===== config.mk =====
export PLATFORM = sky130hd
export DESIGN_NAME = upfp_port
export DESIGN_NICKNAME = d
export VERILOG_FILES = /design/src/design/upfp_pkg.sv /design/src/design/upfp_fifo.sv /design/src/design/upfp_port.sv
export SDC_FILE = /design/constraint.sdc
export NUM_CORES = 2
export LEC_CHECK = 0
export BUFFER_PORTS_ARGS = -buffer_cell sky130_fd_sc_hd__buf_2
export CAP_MARGIN = 20
export CORE_ASPECT_RATIO = 1.75
export CORE_MARGIN = 2
export CORE_UTILIZATION = 45
export CTS_CLUSTER_SIZE = 25
export DETAILED_ROUTE_END_ITERATION = 7
export GPL_TIMING_DRIVEN = 0
export HOLD_SLACK_MARGIN = 0.06
export PLACE_DENSITY = 0.68
export SETUP_SLACK_MARGIN = 0.2
export SLEW_MARGIN = 10
export SYNTH_ARGS = -nofsm -noshare
export SYNTH_HDL_FRONTEND = slang
export SYNTH_SLANG_ARGS = --single-unit
export TNS_END_PERCENT = 20

===== constraint.sdc =====
create_clock -name core_clk_i -period 5.7 [get_ports core_clk_i]
set_clock_uncertainty 0.05 [all_clocks]
set_input_delay 1.71 -clock core_clk_i [delete_from_list [all_inputs] [get_ports core_clk_i]]
set_output_delay 1.71 -clock core_clk_i [all_outputs]
set_load 0.02 [all_outputs]

===== src/design/upfp_pkg.sv =====
// Package for the USB parallel FIFO port: timing counts, sizes, modes, carriers.
// Assumes a single 50 MHz core clock; flag gap and wake times become cycle counts here, the timeout stays in milliseconds.
package upfp_pkg;
  localparam int unsigned CLK_MHZ = 50;
  localparam int unsigned CLK_PERIOD_NS = 20;
  // Least flag-inactive time after a strobe cycle, rounded up to cycles
  localparam int unsigned FLAG_GAP_NS = 80;
  localparam int unsigned FLAG_GAP_CYC = (FLAG_GAP_NS + CLK_PERIOD_NS - 1) / CLK_PERIOD_NS;
  // Least low time on the wake input while suspended
  localparam int unsigned WAKE_MS = 20;
  localparam int unsigned CYC_PER_MS = CLK_MHZ * 1000;
  localparam int unsigned WAKE_CYC = WAKE_MS * CYC_PER_MS;
  // Receive flush timeout, in milliseconds
  localparam logic [7:0] TMO_DEFAULT_MS = 8'h10;
  localparam logic [7:0] TMO_MIN_MS = 8'h02;
  // Buffer depths
  localparam int unsigned RX_DEPTH = 128;
  localparam int unsigned TX_DEPTH = 256;
  localparam int unsigned RX_AW = 7;
  localparam int unsigned TX_AW = 8;
  // Counter widths
  localparam int unsigned GAP_W = 4;
  localparam int unsigned MS_W = 16;
  localparam int unsigned WAKE_W = 24;
  localparam logic [GAP_W-1:0] GAP_LOAD = GAP_W'(FLAG_GAP_CYC);
  localparam logic [MS_W-1:0] MS_LAST = MS_W'(CYC_PER_MS - 1);
  // Port modes
  typedef enum logic [1:0] {
    UPFP_MODE_FIFO,
    UPFP_MODE_ABB,
    UPFP_MODE_SBB
  } upfp_mode_t;
  // One byte travelling with its valid
  typedef struct packed {
    logic valid;
    logic [7:0] data;
  } upfp_byte_t;
endpackage : upfp_pkg


===== src/design/upfp_fifo.sv =====
// Byte FIFO in flip-flops with valid/ready on both sides and a flush input.
// Assumes one clock domain; depth is a power of two given by the address width.
`timescale 1ns/100ps
`default_nettype none
module upfp_fifo
  import upfp_pkg::*;
#(
  parameter int unsigned AW = 7
) (
  input wire logic core_clk_i,
  input wire logic reset_n_i,
  input wire logic flush_i,
  input wire upfp_byte_t wr_i,
  output logic wr_ready_o,
  input wire logic rd_ready_i,
  output upfp_byte_t rd_o,
  output logic [AW:0] count_o
);
  logic [7:0] mem_r [2**AW]; // Storage array
  logic [AW:0] wp_r, wp_nxt; // Write pointer with wrap bit
  logic [AW:0] rp_r, rp_nxt; // Read pointer with wrap bit
  logic do_wr, do_rd;

  assign count_o = wp_r - rp_r;
  assign wr_ready_o = (count_o != (AW+1)'(2**AW)); // Honest full
  assign rd_o.valid = (count_o != '0); // Honest empty
  assign rd_o.data = mem_r[rp_r[AW-1:0]];
  assign do_wr = wr_i.valid && wr_ready_o;
  assign do_rd = rd_ready_i && rd_o.valid;

  // Pointer next values; flush drops everything stored
  always_comb begin
    wp_nxt = wp_r + (AW+1)'(do_wr);
    rp_nxt = rp_r + (AW+1)'(do_rd);
    if (flush_i) begin
      rp_nxt = wp_nxt;
    end
  end

  always_ff @(posedge core_clk_i or negedge reset_n_i) begin
    if (!reset_n_i) begin
      wp_r <= '0;
      rp_r <= '0;
    end else begin
      wp_r <= wp_nxt;
      rp_r <= rp_nxt;
    end
  end

  // Data array has no reset; contents are qualified by the pointers
  always_ff @(posedge core_clk_i) begin
    if (do_wr) begin
      mem_r[wp_r[AW-1:0]] <= wr_i.data;
    end
  end
endmodule : upfp_fifo
`default_nettype wire


===== src/design/upfp_port.sv =====
// Parallel strobe/flag FIFO port: receive and transmit buffers, flush timer,
// bit-bang modes, remote-wake detector and a fixed identifier.
// Assumes strobes are synchronous to core_clk_i; the USB side is a byte stream.
`timescale 1ns/100ps
`default_nettype none
// Operation
// - Receive flag inactive 80 ns after read
// - Write byte captured at strobe fall
// - Space flag inactive 80 ns after write
// - Async bit-bang paces bytes by timer
// - Sync bit-bang samples pins on write
// - Fixed identifier readable from USB only
// - Receive flush timeout 16 ms, 2-255
// - Suspended wake low 20 ms requests resume
// - Remote wake enabled by default
// - Single reference clock drives FIFO logic
// - 128-byte receive buffer, read pops one
// - 256-byte transmit buffer drained by USB
// - Reset at power-up and external pin
// - Low receive flag means byte waiting
// - Read strobe fall fetches and drives byte
// - Space flag low permits write
// - Write strobe fall stores bus byte
module upfp_port
  import upfp_pkg::*;
#(
  parameter logic [63:0] CHIP_ID = 64'h1234_5678_9abc_def0, // Arbitrary value
  parameter int unsigned WAKE_CYCLES = WAKE_CYC,
  parameter int unsigned MS_CYCLES = CYC_PER_MS // Core cycles per millisecond tick
) (
  input wire logic core_clk_i,
  input wire logic reset_n_i,
  input wire logic rd_n_i,
  input wire logic wr_i,
  input wire logic [7:0] fifo_data_bus_i,
  output logic [7:0] fifo_data_bus_o,
  output logic fifo_data_bus_oe_o,
  input wire logic rx_available_n_i,
  output logic rx_available_n_o,
  output logic rx_available_n_oe_o,
  output logic tx_space_n_o,
  output logic tx_space_n_oe_o,
  input wire upfp_byte_t usb_out_i,
  output logic usb_out_ready_o,
  input wire logic usb_in_ready_i,
  output upfp_byte_t usb_in_o,
  input wire upfp_mode_t mode_i,
  input wire logic [7:0] bb_dir_i,
  input wire logic [15:0] bb_div_i,
  input wire logic tmo_wr_i,
  input wire logic [7:0] tmo_ms_i,
  input wire logic suspend_i,
  input wire logic wake_en_wr_i,
  input wire logic wake_en_i,
  output logic resume_req_o,
  output logic [63:0] chip_id_o,
  output logic [7:0] tmo_ms_o
);
  // Strobe synchronisers and previous samples
  logic rd_s1_r, rd_s2_r, rd_s3_r, wr_s1_r, wr_s2_r, wr_s3_r;
  // Bus samples kept in step with the write synchroniser, so the byte is the one at the fall
  logic [7:0] dat_s1_r, dat_s2_r, dat_s3_r;
  localparam logic [MS_W-1:0] MS_TICK_LAST = MS_W'(MS_CYCLES - 1); // Last count of a tick
  logic rd_fall, rd_rise, wr_fall;
  logic [GAP_W-1:0] rgap_r, rgap_nxt, tgap_r, tgap_nxt;
  logic [7:0] dout_r, dout_nxt;
  logic [7:0] tmo_r, tmo_nxt;
  logic [MS_W-1:0] ms_r, ms_nxt;
  logic [7:0] msc_r, msc_nxt;
  logic [15:0] bbc_r, bbc_nxt;
  logic [WAKE_W-1:0] wk_r, wk_nxt;
  logic wake_en_r, wake_en_nxt, res_r, res_nxt, wake_pin;
  upfp_byte_t rx_head, tx_push;
  logic rx_pop, rx_flush, tx_ready;
  logic [RX_AW:0] rx_cnt;
  logic [TX_AW:0] tx_cnt;
  logic fifo_mode, wake_mode;

  // Cascaded 50 MHz core stands in for the 12 MHz reference
  // Fast clock generation lives outside this block
  assign fifo_mode = (mode_i == UPFP_MODE_FIFO);
  assign wake_mode = suspend_i && wake_en_r;

  // Edge detectors look only at the second and third stages
  assign rd_fall = !rd_s2_r && rd_s3_r;
  assign rd_rise = rd_s2_r && !rd_s3_r;
  assign wr_fall = !wr_s2_r && wr_s3_r;

  always_ff @(posedge core_clk_i or negedge reset_n_i) begin
    if (!reset_n_i) begin
      rd_s1_r <= 1'b1;
      rd_s2_r <= 1'b1;
      rd_s3_r <= 1'b1;
      wr_s1_r <= 1'b0;
      wr_s2_r <= 1'b0;
      wr_s3_r <= 1'b0;
      dat_s1_r <= 8'h00;
      dat_s2_r <= 8'h00;
      dat_s3_r <= 8'h00;
    end else begin
      rd_s1_r <= rd_n_i;
      rd_s2_r <= rd_s1_r;
      rd_s3_r <= rd_s2_r;
      wr_s1_r <= wr_i;
      wr_s2_r <= wr_s1_r;
      wr_s3_r <= wr_s2_r;
      dat_s1_r <= fifo_data_bus_i;
      dat_s2_r <= dat_s1_r;
      dat_s3_r <= dat_s2_r;
    end
  end

  // Receive buffer, filled from the OUT endpoint
  upfp_fifo #(.AW(RX_AW)) u_rx (
    .core_clk_i(core_clk_i),
    .reset_n_i(reset_n_i),
    .flush_i(rx_flush),
    .wr_i(usb_out_i),
    .wr_ready_o(usb_out_ready_o),
    .rd_ready_i(rx_pop),
    .rd_o(rx_head),
    .count_o(rx_cnt)
  );

  // Transmit buffer, drained by IN requests
  upfp_fifo #(.AW(TX_AW)) u_tx (
    .core_clk_i(core_clk_i),
    .reset_n_i(reset_n_i),
    .flush_i(1'b0),
    .wr_i(tx_push),
    .wr_ready_o(tx_ready),
    .rd_ready_i(usb_in_ready_i),
    .rd_o(usb_in_o),
    .count_o(tx_cnt)
  );

  // Pops: FIFO mode on read fall, async bit-bang on timer tick, sync bit-bang every cycle
  always_comb begin
    rx_pop = 1'b0;
    if (fifo_mode) begin
      rx_pop = rd_fall && (rgap_r == '0);
    end else if (mode_i == UPFP_MODE_ABB) begin
      rx_pop = (bbc_r == '0);
    end else begin
      rx_pop = 1'b1; // Sync mode drives each byte as it arrives
    end
  end

  // Transmit pushes: strobe fall in FIFO mode, pin sample in sync bit-bang
  always_comb begin
    tx_push.valid = 1'b0;
    tx_push.data = fifo_data_bus_i;
    if (fifo_mode) begin
      tx_push.valid = wr_fall && (tgap_r == '0);
      tx_push.data = dat_s3_r; // Byte seen while strobe was last high
    end else if (mode_i == UPFP_MODE_SBB) begin
      tx_push.valid = rx_head.valid; // Sample as a byte is written out
    end
  end

  // Output data, flag gap timers and bit-bang pacing
  always_comb begin
    dout_nxt = dout_r;
    rgap_nxt = (rgap_r != '0) ? rgap_r - 1'b1 : rgap_r;
    tgap_nxt = (tgap_r != '0) ? tgap_r - 1'b1 : tgap_r;
    bbc_nxt = (bbc_r != '0) ? bbc_r - 1'b1 : bb_div_i;
    if (rx_pop && rx_head.valid) begin
      dout_nxt = rx_head.data;
    end
    if (fifo_mode && rd_rise) begin
      rgap_nxt = GAP_LOAD;
    end
    if (fifo_mode && wr_fall) begin
      tgap_nxt = GAP_LOAD;
    end
    if (mode_i != UPFP_MODE_ABB || !rx_head.valid) begin
      bbc_nxt = bb_div_i;
    end
  end

  // Flush timeout: millisecond tick then timeout counter
  always_comb begin
    tmo_nxt = tmo_r;
    ms_nxt = (ms_r == MS_TICK_LAST) ? '0 : ms_r + 1'b1;
    msc_nxt = msc_r;
    rx_flush = 1'b0;
    if (tmo_wr_i && tmo_ms_i >= TMO_MIN_MS) begin
      tmo_nxt = tmo_ms_i;
    end
    if (rx_pop || usb_out_i.valid || rx_cnt == '0) begin
      msc_nxt = '0;
      ms_nxt = '0;
    end else if (ms_r == MS_TICK_LAST) begin
      if (msc_r + 8'h01 >= tmo_r) begin
        rx_flush = 1'b1;
        msc_nxt = '0;
      end else begin
        msc_nxt = msc_r + 8'h01;
      end
    end
  end

  // Wake detector: pin low long enough while suspended
  assign wake_pin = rx_available_n_i;
  always_comb begin
    wk_nxt = '0;
    res_nxt = 1'b0;
    wake_en_nxt = wake_en_wr_i ? wake_en_i : wake_en_r;
    if (wake_mode && !wake_pin) begin
      wk_nxt = (wk_r == WAKE_W'(WAKE_CYCLES)) ? wk_r : wk_r + 1'b1;
      res_nxt = (wk_r == WAKE_W'(WAKE_CYCLES - 1));
    end
  end

  // State registers; reset from the pin covers power-up too
  always_ff @(posedge core_clk_i or negedge reset_n_i) begin
    if (!reset_n_i) begin
      dout_r <= 8'h00;
      rgap_r <= '0;
      tgap_r <= '0;
      bbc_r <= '0;
      tmo_r <= TMO_DEFAULT_MS;
      ms_r <= '0;
      msc_r <= 8'h00;
      wk_r <= '0;
      res_r <= 1'b0;
      wake_en_r <= 1'b1;
    end else begin
      dout_r <= dout_nxt;
      rgap_r <= rgap_nxt;
      tgap_r <= tgap_nxt;
      bbc_r <= bbc_nxt;
      tmo_r <= tmo_nxt;
      ms_r <= ms_nxt;
      msc_r <= msc_nxt;
      wk_r <= wk_nxt;
      res_r <= res_nxt;
      wake_en_r <= wake_en_nxt;
    end
  end

  // Pins: flags gated by gap timers; data bus driven while reading in FIFO mode, per bb_dir in bit-bang
  always_comb begin
    rx_available_n_o = !(rx_head.valid && rgap_r == '0 && rd_s3_r);
    tx_space_n_o = !(tx_ready && tgap_r == '0 && !wr_s3_r);
    rx_available_n_oe_o = fifo_mode && !wake_mode; // Pin turns input
    tx_space_n_oe_o = fifo_mode;
    fifo_data_bus_o = dout_r;
    fifo_data_bus_oe_o = 1'b0;
    if (fifo_mode) begin
      fifo_data_bus_oe_o = !rd_s3_r;
    end else begin
      fifo_data_bus_oe_o = |bb_dir_i; // Per-pin direction folded to one enable
      fifo_data_bus_o = dout_r & bb_dir_i;
    end
  end

  assign resume_req_o = res_r;
  assign chip_id_o = CHIP_ID; // Constant, USB side only
  assign tmo_ms_o = tmo_r;

  // Receive flag stays inactive for the full gap after a read
  a_rx_gap_hold: assert property (@(posedge core_clk_i) disable iff (!reset_n_i)
    (fifo_mode && rd_rise) |=> rx_available_n_o [*4])
    else $error("receive flag active too soon after read");
  // Space flag stays inactive after a write
  a_tx_gap_hold: assert property (@(posedge core_clk_i) disable iff (!reset_n_i)
    (fifo_mode && wr_fall) |=> tx_space_n_o [*4])
    else $error("space flag active too soon after write");
  // Accepted read fetches the head byte onto the bus
  a_rd_fetch: assert property (@(posedge core_clk_i) disable iff (!reset_n_i)
    (fifo_mode && rx_pop && rx_head.valid) |=> fifo_data_bus_o == $past(rx_head.data))
    else $error("read did not fetch head byte");
  // Write fall with space pushes bus byte
  a_wr_store: assert property (@(posedge core_clk_i) disable iff (!reset_n_i)
    (fifo_mode && wr_fall && tgap_r == '0 && tx_ready) |=> tx_cnt == $past(tx_cnt) + 1'b1
      || $past(usb_in_ready_i))
    else $error("write byte not stored");
  // Bus driven only while read strobe is low in FIFO mode
  a_bus_drive: assert property (@(posedge core_clk_i) disable iff (!reset_n_i)
    fifo_mode |-> (fifo_data_bus_oe_o == !rd_s3_r))
    else $error("bus drive outside read");
  // Timeout stays within legal range
  a_tmo_range: assert property (@(posedge core_clk_i) disable iff (!reset_n_i)
    tmo_r >= TMO_MIN_MS)
    else $error("timeout out of range");
  // Resume pulses only after a long low in wake mode
  a_wake_req: assert property (@(posedge core_clk_i) disable iff (!reset_n_i)
    resume_req_o |-> $past(wake_mode) && $past(wk_r) == WAKE_W'(WAKE_CYCLES - 1))
    else $error("resume without long wake low");
  // One pop per read strobe
  a_rd_once: assert property (@(posedge core_clk_i) disable iff (!reset_n_i)
    (fifo_mode && rx_pop) |=> !rx_pop)
    else $error("read popped twice");
endmodule : upfp_port
`default_nettype wire


==> results_tabular.tex <==
\begin{tabular}{lr}
\hline
Metric & Value \\
\hline
\multicolumn{2}{l}{\textbf{Outcome}} \\
Run status & complete, but fails checks \\
Violated checks & setup timing \\
\multicolumn{2}{l}{\textbf{Finish}} \\
Cell Count, Final, Fillers Out & 11,700 \\
Final Core Density & 53.0\% \\
Fraction of layout cells with a size suffix above 1 & 28.9\% \\
Post-layout nets & 7,735 \\
Synth-to-layout area growth & 17.1\% \\
\multicolumn{2}{l}{\textbf{STA}} \\
Setup TNS & -3.54 ns \\
Period Utilization, post-route & 108\% \\
Remaining max-slew budget at the tightest pin & 5.65\% \\
Final Hold Fails & 0 \\
Post-layout min period & 6.14 ns \\
Final number of max-transition violations & 0 \\
Setup violators final & 9 \\
Setup repair after global routing missed its margin & yes \\
Peak clock frequency supported by timing & 0.163 GHz \\
PnR worst setup slack & -0.444 ns \\
Actual slew at the worst max-slew pin & 1.40 ns \\
Smallest hold slack & 0.270 ns \\
\multicolumn{2}{l}{\textbf{Routing}} \\
Average wire per standard cell & 35.3 um \\
Number of DRC markers in iteration 0 & 7,839 \\
Number of remaining DRC errors & 0 \\
Detailed-route vias per instance & 6.22 \\
Routed length on met2 & 210,000 um \\
Routed via count & 72,500 \\
Top layer reached by signal wires & met5 \\
DRT antenna net count & 0 \\
Routed metal-1 wire length & 124,000 um \\
Wire length on met3 & 29,800 um \\
Post-detailed-routing wire length & 411,000 um \\
Initial DRT Pass Iterations & 8 \\
\multicolumn{2}{l}{\textbf{Logic synthesis}} \\
Top flip-flop cell by instance count after synthesis & edfxtp\_1 \\
Post-synth top area cell & edfxtp\_1 \\
Post-synthesis sequential element count & 3,226 \\
Fraction of registers with async set/reset & 4.77\% \\
Area contributors post-synth & edfxtp\_1 (72\%), mux4\_2 (8.7\%), mux2i\_1 (4.8\%) \\
Number of different library cells in the post-synthesis netlist & 79 \\
Cell count after synthesis & 6,802 \\
Yosys warning count & 0 \\
Cell area after synthesis & 129,000 sq um \\
Syn Area/Cell & 18.9 sq um \\
Share of the yosys chip area belonging to registers & 74.6\% \\
Proportion of netlist area held by the largest area contributor & 71.6\% \\
Count of flip-flops with a built-in enable after synthesis & 3,072 \\
\multicolumn{2}{l}{\textbf{Clock network}} \\
Clock latency reported for the late side of the worst-skew pair & 0.93 ns \\
CTS sink cnt & 3,226 \\
CTS Root Cell & clkbuf\_16 \\
Number of buffers added by the clock tree synthesis step & 291 \\
Clk pin slew, worst setup/hold paths & 0.07 ns \\
CTS H-Tree Depth & 5 \\
Clock tree from TritonCTS & built \\
Clock tree buffer depth & 4 \\
\multicolumn{2}{l}{\textbf{Power and ir drop}} \\
Lkg Pwr & 0.0493 uW \\
Maximum resistive drop on vdd & 0.456 mV \\
Areal power density over the cells & 487 nW/um\^{}2 \\
Overall power after layout & 73,500 uW \\
\multicolumn{2}{l}{\textbf{GRT}} \\
Pin count of the biggest net entering global routing & 136 \\
GRT Total Usage & 27.9\% \\
Global-route wire length before repair & 566,000 um \\
Vias in the first global route & 74,400 \\
Total global routing overflow & 0 \\
Initial antenna violation count & 11 \\
\multicolumn{2}{l}{\textbf{Floorplanning}} \\
Die extent in x & 409 um \\
Die area & 291,000 sq um \\
DIE HEIGHT & 712 um \\
Floorplan Core Area & 285,000 sq um \\
Io pins & 157 \\
Row count & 259 \\
Starting density of the core & 45.3\% \\
\multicolumn{2}{l}{\textbf{Place}} \\
RD Place Congestion & 1.07 \\
Placed instance count & 11,100 \\
Buffers added on ports & 91 \\
Placed wire-length estimate after detailed placement & 290,000 um \\
\multicolumn{2}{l}{\textbf{Setup path}} \\
Worst Setup EP & usb\_in\_o[1] \\
Start point of the critical path & u\_tx.rp\_r[1]\$\_DFF\_PN0\_ \\
Setup slack of the worst register-to-register path & 0.60 ns \\
Data required time of the critical path & 3.94 ns \\
Data arrival time of the worst path & 4.38 ns \\
Category of the worst setup path capture point & output port \\
Maximum fanout count along the critical path & 10 \\
Depth of the most critical reg-to-reg path & 15 \\
FF-to-FF Start & u\_rx.rp\_r[2]\$\_DFF\_PN0\_ \\
Reg-to-Reg End & u\_tx.mem\_r[97][1]\$\_DFFE\_PP\_ \\
Worst setup path class & reg -> out \\
Category of the worst setup path launch point & flip-flop \\
\multicolumn{2}{l}{\textbf{Flow run}} \\
Number of maximum-capacitance violations & 0 \\
\multicolumn{2}{l}{\textbf{Min path}} \\
Classification of the worst-slack hold path & reg -> reg \\
\hline
\end{tabular}
stage by stage:
step,instance area (sq um),setup WS [ns]
floorplan,129000,0.568
finish,151000,-0.444
CTS,150000,-0.417
global route,151000,-0.437
detailed placement,139000,-1.76
global placement,134000,-3.33
worst max-delay path, cell delays in order (launching register included):
cell and delay (ns):
dfrtp_1 0.41, inv_2 0.16, nand2_4 0.16, buf_6 0.22
clkbuf_8 0.26, o221ai_1 0.29, o22ai_1 0.17, nor3_2 0.19
nor3_2 0.06, buf_6 0.20, or4_4 0.67, a311oi_4 0.43
buf_6 0.18
cells in the mapped netlist, drive strengths merged (39+ instances only):
master,count
mux2i,619
ha,40
mux4,496
edfxtp,3072
nor2,148
o21ai,39
nand3,59
o22ai,152
nor4,192
clkbuf,211
xor2,40
a21oi,201
o221ai,309
dfrtp,149
nand2,111
buf,287
nor3,375
xnor2,50
inv,45
logic make-up (layout without fill, tap and decap cells):
logic type | after synthesis | after routing | share of synthesized area [%]
DFF | 3226 | 3226 | 74.6
muxes | 1142 | 1142 | 13.7
and+or+nand+nor | 1000 | 1000 | 4.02
AOI/OAI and AO/OA | 756 | 756 | 4.25
buffers and inverters | 546 | 1542 | 2.42
xor gates and xnor gates | 90 | 90 | 0.618
adders and majority gates | 40 | 40 | 0.388
other | 2 | 71 | 0.00583
sequential cells by signal, summed over array words and instances, names as in the netlist, 4 cells and up:
signal and cells:
u_rx.mem_r 1024, u_rx.wp_r 8, wk_r 24, u_tx.rp_r 9, msc_r 8, u_tx.wp_r 9
ms_r 16, dat_s1_r 8, dout_r 8, dat_s3_r 8, u_tx.mem_r 2048, u_rx.rp_r 8
dat_s2_r 8, bbc_r 16, tgap_r 4, rgap_r 4, tmo_ms_o 8
how the worst min path moves through the flow:
stage                                     start                     to  slack [ns]  depth (start not counted)
final                     dat_s1_r[4]$_DFF_PN0_  dat_s2_r[4]$_DFF_PN0_        0.27                          0
after detailed placement  dat_s1_r[2]$_DFF_PN0_  dat_s2_r[2]$_DFF_PN0_        0.28                          0
after CTS                 dat_s1_r[4]$_DFF_PN0_  dat_s2_r[4]$_DFF_PN0_        0.27                          0
after global routing      dat_s1_r[4]$_DFF_PN0_  dat_s2_r[4]$_DFF_PN0_        0.28                          0
after global placement    dat_s2_r[6]$_DFF_PN0_  dat_s3_r[6]$_DFF_PN0_        0.28                          0
after floorplan           dat_s1_r[0]$_DFF_PN0_  dat_s2_r[0]$_DFF_PN0_        0.28                          0
metal layers:
layer,global-route usage (%),vias up
li1,-,29700
met1,27.5,37300
met2,48.5,4084
met3,5.36,1394
met4,26.7,6
met5,0.0166,-
cells in the final DEF, fill, tap and decap left out, types with 39 or more instances in the layout:
cell type	n
o221ai_2	73
buf_6	73
clkinv_2	51
clkbuf_1	182
nor2_1	143
nand2_1	108
nand3_1	58
clkbuf_16	301
edfxtp_1	3072
clkinv_1	43
conb_1	64
mux2i_1	616
o221ai_1	235
buf_4	359
clkbuf_2	53
xor2_1	39
buf_2	225
inv_1	39
o22ai_1	151
nor4_2	175
dfrtp_1	147
xnor2_1	50
nor3_1	213
a21oi_1	185
mux4_2	496
nor3_2	158
power by group:
group          switching (uW)  internal, uW
sequential                209         26500
combinational           17400          9420
clock                    8890         11200
total                   26500         47000
cell type report:
type,count,area (sq um)
fillers,22300,134000
diodes,7,17.5
inverters,48,199
clock buffers,351,7720
plain buffers,498,3690
multi-input cells,3092,32600
clock inverters,168,1790
repair buffers,477,3970
well taps,3784,4730
flip-flops and latches,3226,96100
timing repair:
item                       4_1_cts  5_1_grt
cloned                           1        0
hold buffers                     0        0
gates resized for setup        401       54
pin swaps                       33       22
setup buffers                   17       13
setup endpoints to repair     2385       12
hold endpoints to repair         0        0
Power figures use the tool's default switching activity.
